===== src/pfau_pkg.sv =====
// Purpose: Shared constants and types for the fixed-point arithmetic unit
// Assumes: One machine clock, active-low asynchronous reset
// Notes: Bit WORD_W-1 is the sign digit, bit 0 the least significant digit
package pfau_pkg;

    // Word layout
    localparam int WORD_W = 40;
    localparam int SIGN_POS = WORD_W - 1;
    localparam int LSB_POS = 0;
    localparam logic [39:0] WORD_ZERO = 40'h00_0000_0000;

    // Multiply loop length and counter reset value
    localparam int MUL_STEPS = 39;
    localparam logic [5:0] STEP_LAST = 6'h27;
    localparam logic [5:0] STEP_RST = 6'h00;

    // Clear and gate strobes from control to the datapath, one edge each
    typedef struct packed {
        logic acc_up_clr;  // Upper accumulator bank to zero
        logic acc_up_sum;  // Adder result into upper accumulator bank
        logic acc_up_copy; // Lower accumulator bank copied upward
        logic acc_up_shr;  // Lower bank shifted right into upper bank
        logic acc_up_shl;  // Lower bank shifted left into upper bank
        logic acc_lo_clr;  // Lower accumulator bank to zero
        logic acc_lo_up;   // Upper bank transferred down
        logic acc_lo_mem;  // Memory word into lower bank
        logic acc_lo_tape; // Input tape word into lower bank
        logic ar_up_clr;
        logic ar_up_copy;
        logic ar_up_shr;
        logic ar_up_shl;
        logic ar_lo_clr;
        logic ar_lo_up;
        logic ar_lo_mem;
        logic ar_sign_clr; // Sign digit of arithmetic register to zero
        logic num_clr;
        logic num_ar;      // Number register from arithmetic register
        logic num_mem;     // Number register from memory
        logic comp_on;     // Complement path into the adder
    } pfau_strobe_type;

    localparam pfau_strobe_type STROBE_IDLE = '0;

    // Orders accepted by the control
    typedef enum logic [3:0] {
        OP_ADD, OP_SUB, OP_RSH, OP_LSH, OP_MUL,
        OP_ACC_MEM, OP_ACC_TAPE, OP_ACC_CLR,
        OP_AR_MEM, OP_NUM_MEM, OP_NUM_AR
    } pfau_op_type;

endpackage


===== src/pfau_link_if.sv =====
// Purpose: Connection between sequencing control and arithmetic datapath
// Assumes: Both ends clocked by core_clk
// Notes: Strobes are levels held one cycle per step
`timescale 1ns/1ns
`default_nettype none
interface pfau_link_if;
    import pfau_pkg::*;

    pfau_strobe_type strobe;
    logic [WORD_W-1:0] mem_word; // Word read from memory
    logic [WORD_W-1:0] acc_word; // Accumulator, the only path to memory
    logic fill_bit;              // Enters AR bottom on a left shift
    logic ar_lsb;                // Least digit of arithmetic register
    logic ar_sign;               // Sign digit of arithmetic register

    modport device (
        input strobe, mem_word, fill_bit,
        output acc_word, ar_lsb, ar_sign
    );
    modport control (
        output strobe, mem_word, fill_bit,
        input acc_word, ar_lsb, ar_sign
    );
endinterface
`default_nettype wire


===== src/pfau_datapath.sv =====
// Purpose: Accumulator, arithmetic and number registers with adder
// Assumes: Control issues only meaningful strobe combinations per step
// Notes: Every bank changes only on a strobe; data leaves from flops
//
// Operation
// RULE1: Negation inverts all bits, adds one
// RULE2: Accumulator is 40-bit lower plus upper bank
// RULE3: Accumulator shifts left or right via upper
// RULE4: Sums enter upper bank, then move down
// RULE5: Accumulator alone feeds memory; loads tape words
// RULE6: Arithmetic register doubles; memory in, outputs out
// RULE7: Shifted-out digits pass between both registers
// RULE8: Number register loads from AR or memory
// RULE9: Number register feeds adder direct or complemented
// RULE10: Number register never shifts; no order path
// RULE11: Adder sums accumulator and number register mod 2
// RULE12: Carry out of sign position is dropped
// RULE13: Complement off gives sum, on gives difference
// RULE14: Right shift duplicates sign, halves the value
// RULE15: Right shift moves accumulator LSB into AR
// RULE16: Left shift keeps sign, zero fills, AR too; AR here shifts its sign digit out and takes the fill digit at the bottom
// RULE17: Control builds shifts from clear, gate strobes
// RULE18: One order starts a fully automatic sequence
// RULE19: Multiply is conditional adds with halvings
// RULE20: Thirty-nine steps, sign correction, clear AR sign
// RULE21: Each strobe acts on one edge; clear zeroes
`timescale 1ns/1ns
`default_nettype none
module pfau_datapath
    import pfau_pkg::*;
(
    input wire logic core_clk,
    input wire logic rstn,
    pfau_link_if.device link,
    input wire logic [WORD_W-1:0] tape_word,
    output logic [WORD_W-1:0] acc_out,
    output logic [WORD_W-1:0] ar_out,
    output logic [WORD_W-1:0] num_out
);

    // Adder with carry into the least significant stage
    function automatic logic [WORD_W-1:0] add_word(
        input logic [WORD_W-1:0] a,
        input logic [WORD_W-1:0] b,
        input logic cin
    );
        logic [WORD_W:0] full;
        full = {1'b0, a} + {1'b0, b} + {{WORD_W{1'b0}}, cin};
        return full[WORD_W-1:0]; // see RULE12
    endfunction

    // Arithmetic right shift: sign copied into the top non-sign place
    function automatic logic [WORD_W-1:0] halve(
        input logic [WORD_W-1:0] w
    );
        return {w[SIGN_POS], w[SIGN_POS:1]}; // see RULE14
    endfunction

    // Doubling: sign held, digits up one place, zero at the bottom
    function automatic logic [WORD_W-1:0] double(
        input logic [WORD_W-1:0] w
    );
        return {w[SIGN_POS], w[SIGN_POS-2:0], 1'b0}; // see RULE16
    endfunction

    // The shift paths need a sign digit and at least two value digits
    if (WORD_W < 3) begin : g_word_check
        $error("word width too small for the shift paths");
    end

    logic [WORD_W-1:0] acc_up_reg, acc_up_next;
    logic [WORD_W-1:0] acc_lo_reg, acc_lo_next;
    logic [WORD_W-1:0] ar_up_reg, ar_up_next;
    logic [WORD_W-1:0] ar_lo_reg, ar_lo_next;
    logic [WORD_W-1:0] num_reg, num_next;
    logic [WORD_W-1:0] operand;
    logic [WORD_W-1:0] sum;
    pfau_strobe_type s;
    logic acc_drop;
    logic ar_fill;

    assign s = link.strobe;

    // Digits that cross between the registers during shifts; the one that
    // leaves the accumulator on a right shift would otherwise be lost
    assign acc_drop = acc_lo_reg[LSB_POS]; // see RULE7
    assign ar_fill = link.fill_bit;

    // Complement path: invert each digit and inject the last-place one,
    // which forms the negative of the number register word
    always_comb begin
        operand = s.comp_on ? ~num_reg : num_reg; // see RULE9 RULE1
        sum = add_word(acc_lo_reg, operand, s.comp_on); // see RULE11 RULE13
    end

    // Upper accumulator bank: the only place the adder result lands.
    // Clearing and gating on one edge acts as a load of the gated value.
    always_comb begin
        acc_up_next = acc_up_reg;
        if (s.acc_up_clr) begin
            acc_up_next = WORD_ZERO; // see RULE21
        end
        if (s.acc_up_sum) begin
            acc_up_next = sum; // see RULE4
        end else if (s.acc_up_copy) begin
            acc_up_next = acc_lo_reg;
        end else if (s.acc_up_shr) begin
            acc_up_next = halve(acc_lo_reg); // see RULE3
        end else if (s.acc_up_shl) begin
            acc_up_next = double(acc_lo_reg); // see RULE3
        end
    end

    // Lower accumulator bank: the working word seen by memory
    // Memory wins over tape if both are gated; control never asks both
    always_comb begin
        acc_lo_next = acc_lo_reg;
        if (s.acc_lo_clr) begin
            acc_lo_next = WORD_ZERO; // see RULE21
        end
        if (s.acc_lo_up) begin
            acc_lo_next = acc_up_reg; // see RULE4 RULE2
        end else if (s.acc_lo_mem) begin
            acc_lo_next = link.mem_word;
        end else if (s.acc_lo_tape) begin
            acc_lo_next = tape_word; // see RULE5
        end
    end

    // Upper arithmetic register bank. On a right shift the digit that
    // falls off the accumulator is caught here instead of being lost.
    always_comb begin
        ar_up_next = ar_up_reg;
        if (s.ar_up_clr) begin
            ar_up_next = WORD_ZERO; // see RULE21
        end
        if (s.ar_up_copy) begin
            ar_up_next = ar_lo_reg;
        end else if (s.ar_up_shr) begin
            // Sign kept, accumulator LSB into first non-sign place
            ar_up_next = {ar_lo_reg[SIGN_POS], acc_drop,
                          ar_lo_reg[SIGN_POS-1:1]}; // see RULE15 RULE7
        end else if (s.ar_up_shl) begin
            // All digits up one place, fill digit at the bottom
            ar_up_next = {ar_lo_reg[SIGN_POS-1:0],
                          ar_fill}; // see RULE16 RULE7
        end
    end

    // Lower arithmetic register bank
    // Sign clear acts last, so it also masks a load in the same step
    always_comb begin
        ar_lo_next = ar_lo_reg;
        if (s.ar_lo_clr) begin
            ar_lo_next = WORD_ZERO; // see RULE21
        end
        if (s.ar_lo_up) begin
            ar_lo_next = ar_up_reg; // see RULE6
        end else if (s.ar_lo_mem) begin
            ar_lo_next = link.mem_word; // see RULE6
        end
        if (s.ar_sign_clr) begin
            ar_lo_next[SIGN_POS] = 1'b0;
        end
    end

    // Number register: a single bank, loads only, never shifts, and it
    // has no route toward any order register
    always_comb begin
        num_next = num_reg;
        if (s.num_clr) begin
            num_next = WORD_ZERO; // see RULE21
        end
        if (s.num_ar) begin
            num_next = ar_lo_reg; // see RULE8 RULE10
        end else if (s.num_mem) begin
            num_next = link.mem_word; // see RULE8
        end
    end

    // All banks register on the machine clock
    // Reset zeroes every bank, so the first order sees clean words
    always_ff @(posedge core_clk or negedge rstn) begin
        if (!rstn) begin
            acc_up_reg <= WORD_ZERO;
            acc_lo_reg <= WORD_ZERO;
            ar_up_reg <= WORD_ZERO;
            ar_lo_reg <= WORD_ZERO;
            num_reg <= WORD_ZERO;
        end else begin
            acc_up_reg <= acc_up_next;
            acc_lo_reg <= acc_lo_next;
            ar_up_reg <= ar_up_next;
            ar_lo_reg <= ar_lo_next;
            num_reg <= num_next;
        end
    end

    // Words to memory, printer and observer come straight from flops
    // The number register word is only observed; it never reaches orders
    assign link.acc_word = acc_lo_reg; // see RULE5
    assign link.ar_lsb = ar_lo_reg[LSB_POS];
    assign link.ar_sign = ar_lo_reg[SIGN_POS];
    assign acc_out = acc_lo_reg;
    assign ar_out = ar_lo_reg; // see RULE6
    assign num_out = num_reg;

endmodule
`default_nettype wire


===== src/flat_wrapper.sv =====
// flat-port wrapper written by rule: the top's interface ports become plain ports
module pfau_datapath_flat import pfau_pkg::*;
  (core_clk, rstn, tape_word, acc_out, ar_out, num_out, link_strobe, link_mem_word, link_fill_bit, link_acc_word, link_ar_lsb, link_ar_sign);
  pfau_link_if link_i ();
  input wire logic core_clk;
  input wire logic rstn;
  input wire logic [WORD_W-1:0] tape_word;
  output logic [WORD_W-1:0] acc_out;
  output logic [WORD_W-1:0] ar_out;
  output logic [WORD_W-1:0] num_out;
  input wire logic [$bits(link_i.strobe)-1:0] link_strobe;
  input wire logic [$bits(link_i.mem_word)-1:0] link_mem_word;
  input wire logic [$bits(link_i.fill_bit)-1:0] link_fill_bit;
  output wire logic [$bits(link_i.acc_word)-1:0] link_acc_word;
  output wire logic [$bits(link_i.ar_lsb)-1:0] link_ar_lsb;
  output wire logic [$bits(link_i.ar_sign)-1:0] link_ar_sign;
  assign link_i.strobe = link_strobe;
  assign link_i.mem_word = link_mem_word;
  assign link_i.fill_bit = link_fill_bit;
  assign link_acc_word = link_i.acc_word;
  assign link_ar_lsb = link_i.ar_lsb;
  assign link_ar_sign = link_i.ar_sign;
  pfau_datapath u_core (.core_clk(core_clk), .rstn(rstn), .link(link_i), .tape_word(tape_word), .acc_out(acc_out), .ar_out(ar_out), .num_out(num_out));
endmodule

===== config.mk =====
export PLATFORM = sky130hd
export DESIGN_NAME = pfau_datapath_flat
export DESIGN_NICKNAME = d
export VERILOG_FILES = /design/src/pfau_pkg.sv /design/src/pfau_link_if.sv /design/src/pfau_datapath.sv /design/src/flat_wrapper.sv
export SDC_FILE = /design/constraint.sdc
export NUM_CORES = 1
export LEC_CHECK = 0
export BUFFER_PORTS_ARGS = -buffer_cell sky130_fd_sc_hd__buf_4
export CAP_MARGIN = 20
export CORE_ASPECT_RATIO = 1.5
export CORE_MARGIN = 1.5
export CORE_UTILIZATION = 45
export DETAILED_ROUTE_END_ITERATION = 10
export GPL_TIMING_DRIVEN = 0
export PLACE_DENSITY = 0.66
export SYNTH_ARGS = -nofsm -noshare
export SYNTH_HDL_FRONTEND = slang
export SYNTH_SLANG_ARGS = --single-unit

===== constraint.sdc =====
create_clock -name core_clk -period 8 [get_ports core_clk]
set_clock_uncertainty 0.2 [all_clocks]
set_input_delay 1.6 -clock core_clk [delete_from_list [all_inputs] [get_ports core_clk]]
set_output_delay 1.6 -clock core_clk [all_outputs]
set_load 0.05 [all_outputs]

==> reports/qor_table.md <==
| Quantity | Reported |
| --- | --- |
| Start point of the critical path | link_strobe[0] |
| Crit path time final | 5630 ps |
| Filler instances | 2777 |
| Via count | 13222 |
| Clock Pin Slew Worst Setup and Hold Paths | 80 ps |
| Floorplan die area | 30300 um2 |
| Origin of the critical flop-to-flop path | u_core.num_out[0] |
| Final critical-path setup slack | 2370 ps |
| Bufs on Longest Clock Path | 2 |
| Setup repair after global routing missed its margin | false |
| Global route total overflow | 0 |
| Post-Place Cells | 2216 |
| Std-Cell Rows | 76 |
| Crit path launch type | input pin |
| Power density of the placed cells | 271 nW/um2 |
| Area share of fa/ha/maj cells after synthesis | 3.86% |
| Boundary Pins | 266 |
| Die span in y | 213 um |
| Count of pins over their slew limit | 0 |
| Register area share after synthesis | 38.0% |
| Clock Root Buffer | sky130_fd_sc_hd__clkbuf_16 |
| Post-DR vias/cell | 5.88 |
| Largest fanout on the critical path | 10 |
| Post-CTS resize count | 0 |
| Count of flip-flops with a built-in enable after synthesis | 0 |
| Half-perimeter wire length after placement | 38.3 mm |
| Width of the die | 143 um |
| Library cells used by synthesis | 64 |
| Status | complete, no violations |
| Relative max-transition margin | 42.9% |
| Number of antenna violations at the first check in global routing | 1 |
| Hold-fix buffers, CTS | 0 |
| Mapped cell area | 13200 um2 |
| Vias in the first global route | 13111 |
| Total clock buffers created by CTS | 17 |
| Type of the tightest min-delay check | register to register |
| Critical path data required time | 8150 ps |
| Placement Setup Slack | 1910 ps |
| Final weighted congestion in routability-driven placement | 0.964 |
| Type of the worst setup path | input pin to register |
| First-pass GRT wire length | 74.0 mm |
| Fraction of layout instances using a drive strength above 1 | 18.9% |
| DRC marker count from the first detailed-route iteration | 1035 |
| Number of cells in the finished layout apart from fillers | 2249 |
| Insertion delay to the later sink of the worst-skew pair | 470 ps |
| Detail Route Antenna Nets | 0 |
| Synth Net Count | 1719 |
| Max Cap Viol | 0 |
| Critical Path Sink Type | register |
| Number of levels in the clock H-tree | 4 |
| Synth Warn # | 0 |
| Combinational family with the most area after synthesis | compound AO/OA/AOI/OAI gates |
| Total count of hold-check failures in the final report | 0 |
| Post-Route WL | 48.6 mm |
| Part of the cycle the worst path needs | 70.4% |
| Summed negative setup slack over all endpoints | 0 ps |
| Post-synthesis xor/xnor area fraction | 4.85% |
| CTS sink cnt | 200 |
| Maximum number of pins on one net before global-route repair | 117 |
| # port buffers | 250 |
| Synth-to-Final Area Change | 22.8% |
| Simple-gate share of the synthesized area | 14.5% |
| Largest vdd supply drop | 0.000152 V |
| Post-synthesis compound-gate area fraction | 31.2% |
| Nets | 1989 |
| Worst Max-Slew Pin Slew | 857 ps |
| CTS tree | done |
| Mean area per synthesized cell | 8.37 um2 |
| Post-synth top flop | sky130_fd_sc_hd__dfrtp_1 |
| Drc violations | 0 |
| Static leakage power | 6.86 nW |
| Starting density of the core | 45.9% |
| Register bit count reported by yosys | 200 |
| Total track usage | 32.1% |
| Routed WL per cell | 21.6 um |
| Synth async-reset ratio | 100% |
| Arrival time at the worst endpoint | 5780 ps |
| Startpoint of the tightest hold check path | u_core.ar_up_reg[21] |
| Floorplan Core Area | 28700 um2 |
| Post-CTS setup repair buffer count | 0 |
| Synth Instances | 1575 |
| Mux cell area share after synthesis | 0.380% |
| Worst-case register-to-register setup slack | 4500 ps |
| Final setup vio count | 0 |
| Max Freq | 178 MHz |
| Total iterations of the first detailed-routing run | 5 |
[metal layers]
| metal | vias to the layer above | global-route usage (%) | wire length [um] |
|---|---|---|---|
| met2 | 531 | 55.3 | 24400 |
| met4 | 0 | 13.8 | 1950 |
| met1 | 6329 | 39.1 | 19200 |
| met3 | 103 | 5.81 | 3090 |
| met5 | - | 0 | 0 |
| li1 | 6259 | - | - |
[critical path, cell delays in order]
cell and delay (ps):
sky130_fd_sc_hd__clkbuf_1 250, sky130_fd_sc_hd__buf_1 550, sky130_fd_sc_hd__clkbuf_1 710, sky130_fd_sc_hd__xor2_1 160
sky130_fd_sc_hd__ha_1 400, sky130_fd_sc_hd__a21oi_1 230, sky130_fd_sc_hd__o211ai_2 170, sky130_fd_sc_hd__a41oi_2 420
sky130_fd_sc_hd__o21ai_4 150, sky130_fd_sc_hd__a21boi_2 260, sky130_fd_sc_hd__o21ai_1 210, sky130_fd_sc_hd__a21oi_1 300
sky130_fd_sc_hd__xor2_1 250, sky130_fd_sc_hd__a21oi_1 100
[final timing paths]
| path | end | cells after the start |
|---|---|---|
| max | u_core.acc_up_reg[31] | 14 |
| min | u_core.ar_out[21] | 2 |
| max reg2reg | u_core.acc_up_reg[36] | 12 |
| min reg2reg | u_core.ar_out[21] | 2 |
| max in group asynchronous | u_core.acc_up_reg[29] | 2 |
| min in group asynchronous | u_core.ar_up_reg[12] | 1 |
[power breakdown]
| group | switching (mW) | internal (mW) |
|---|---|---|
| clock network | 0.466 | 0.449 |
| logic | 1.28 | 0.744 |
| registers | 0.254 | 1.20 |
[per-stage QoR]
step / hold WS, ps / total power [mW] / cell area, um2 / utilization (%)
6_report: 297 / 4.39 / 16200 / 56.4
5_1_grt: 326 / 4.61 / 16200 / 56.4
4_1_cts: 296 / 4.38 / 16200 / 56.4
3_5_place_dp: 274 / 3.47 / 15600 / 54.2
3_3_place_gp: 266 / 3.44 / 15500 / 54.1
2_1_floorplan: 251 / 2.84 / 13200 / -
[cells in the mapped netlist, types with 7 or more instances]
cell | number | area share, %
sky130_fd_sc_hd__a211oi_1 | 34 | 1.9
sky130_fd_sc_hd__a21o_1 | 16 | 0.91
sky130_fd_sc_hd__a21oi_1 | 195 | 7.4
sky130_fd_sc_hd__a221oi_1 | 8 | 0.53
sky130_fd_sc_hd__a22oi_1 | 157 | 8.9
sky130_fd_sc_hd__a31oi_1 | 7 | 0.33
sky130_fd_sc_hd__buf_4 | 44 | 2.5
sky130_fd_sc_hd__clkbuf_1 | 124 | 3.5
sky130_fd_sc_hd__dfrtp_1 | 200 | 38
sky130_fd_sc_hd__ha_1 | 39 | 3.7
sky130_fd_sc_hd__inv_1 | 9 | 0.26
sky130_fd_sc_hd__nand2_1 | 174 | 5.0
sky130_fd_sc_hd__nand3_1 | 13 | 0.49
sky130_fd_sc_hd__nand4_1 | 8 | 0.38
sky130_fd_sc_hd__nor2_1 | 80 | 2.3
sky130_fd_sc_hd__nor3_1 | 11 | 0.42
sky130_fd_sc_hd__nor3b_1 | 79 | 4.5
sky130_fd_sc_hd__o21ai_0 | 214 | 8.1
sky130_fd_sc_hd__o21bai_1 | 8 | 0.46
sky130_fd_sc_hd__xnor2_1 | 18 | 1.2
sky130_fd_sc_hd__xor2_1 | 55 | 3.7
[layout by cell type, fill, tap and decap left out, drive strengths merged, types with 2 or more instances in the layout]
cell	count
xor2	55
nor3	11
nor3b	79
nand3	13
mux2i	5
a21oi	195
a31o	2
a21o	18
a22oi	157
nor4b	2
nor2b	4
o21bai	8
inv	16
o21ai	218
a211oi	35
o41ai	2
nand3b	4
clkbuf	147
nor4	4
and4	2
a221oi	8
nand2	174
o21a	4
nand4	10
nor2	80
o31ai	3
buf	303
and3	3
o211ai	6
clkinv	6
a31oi	8
dfrtp	200
xnor2	18
ha	39
[logic make-up after synthesis]
group / Yosys count
flip-flops: 200
multiplexers: 5
AND/OR/NAND/NOR: 390
buffers and inverters: 192
XOR/XNOR: 73
adder cells (fa/ha/maj): 40
AO/OA/AOI/OAI: 675
[cell type report]
cell class                 count  area (um2)  area share [%]
inverter                       9        33.8           0.209
timing repair buffer         251        1910            11.8
clock buffer                  17         425            2.63
sequential                   200        5000            30.9
buffer                       183         920            5.68
antenna                        1        2.50          0.0155
tap                          390         488            3.01
clock inverter                15         181            1.12
multi-input combinational   1183        7220            44.6
Note: power is estimated with default switching activity, not from simulation.
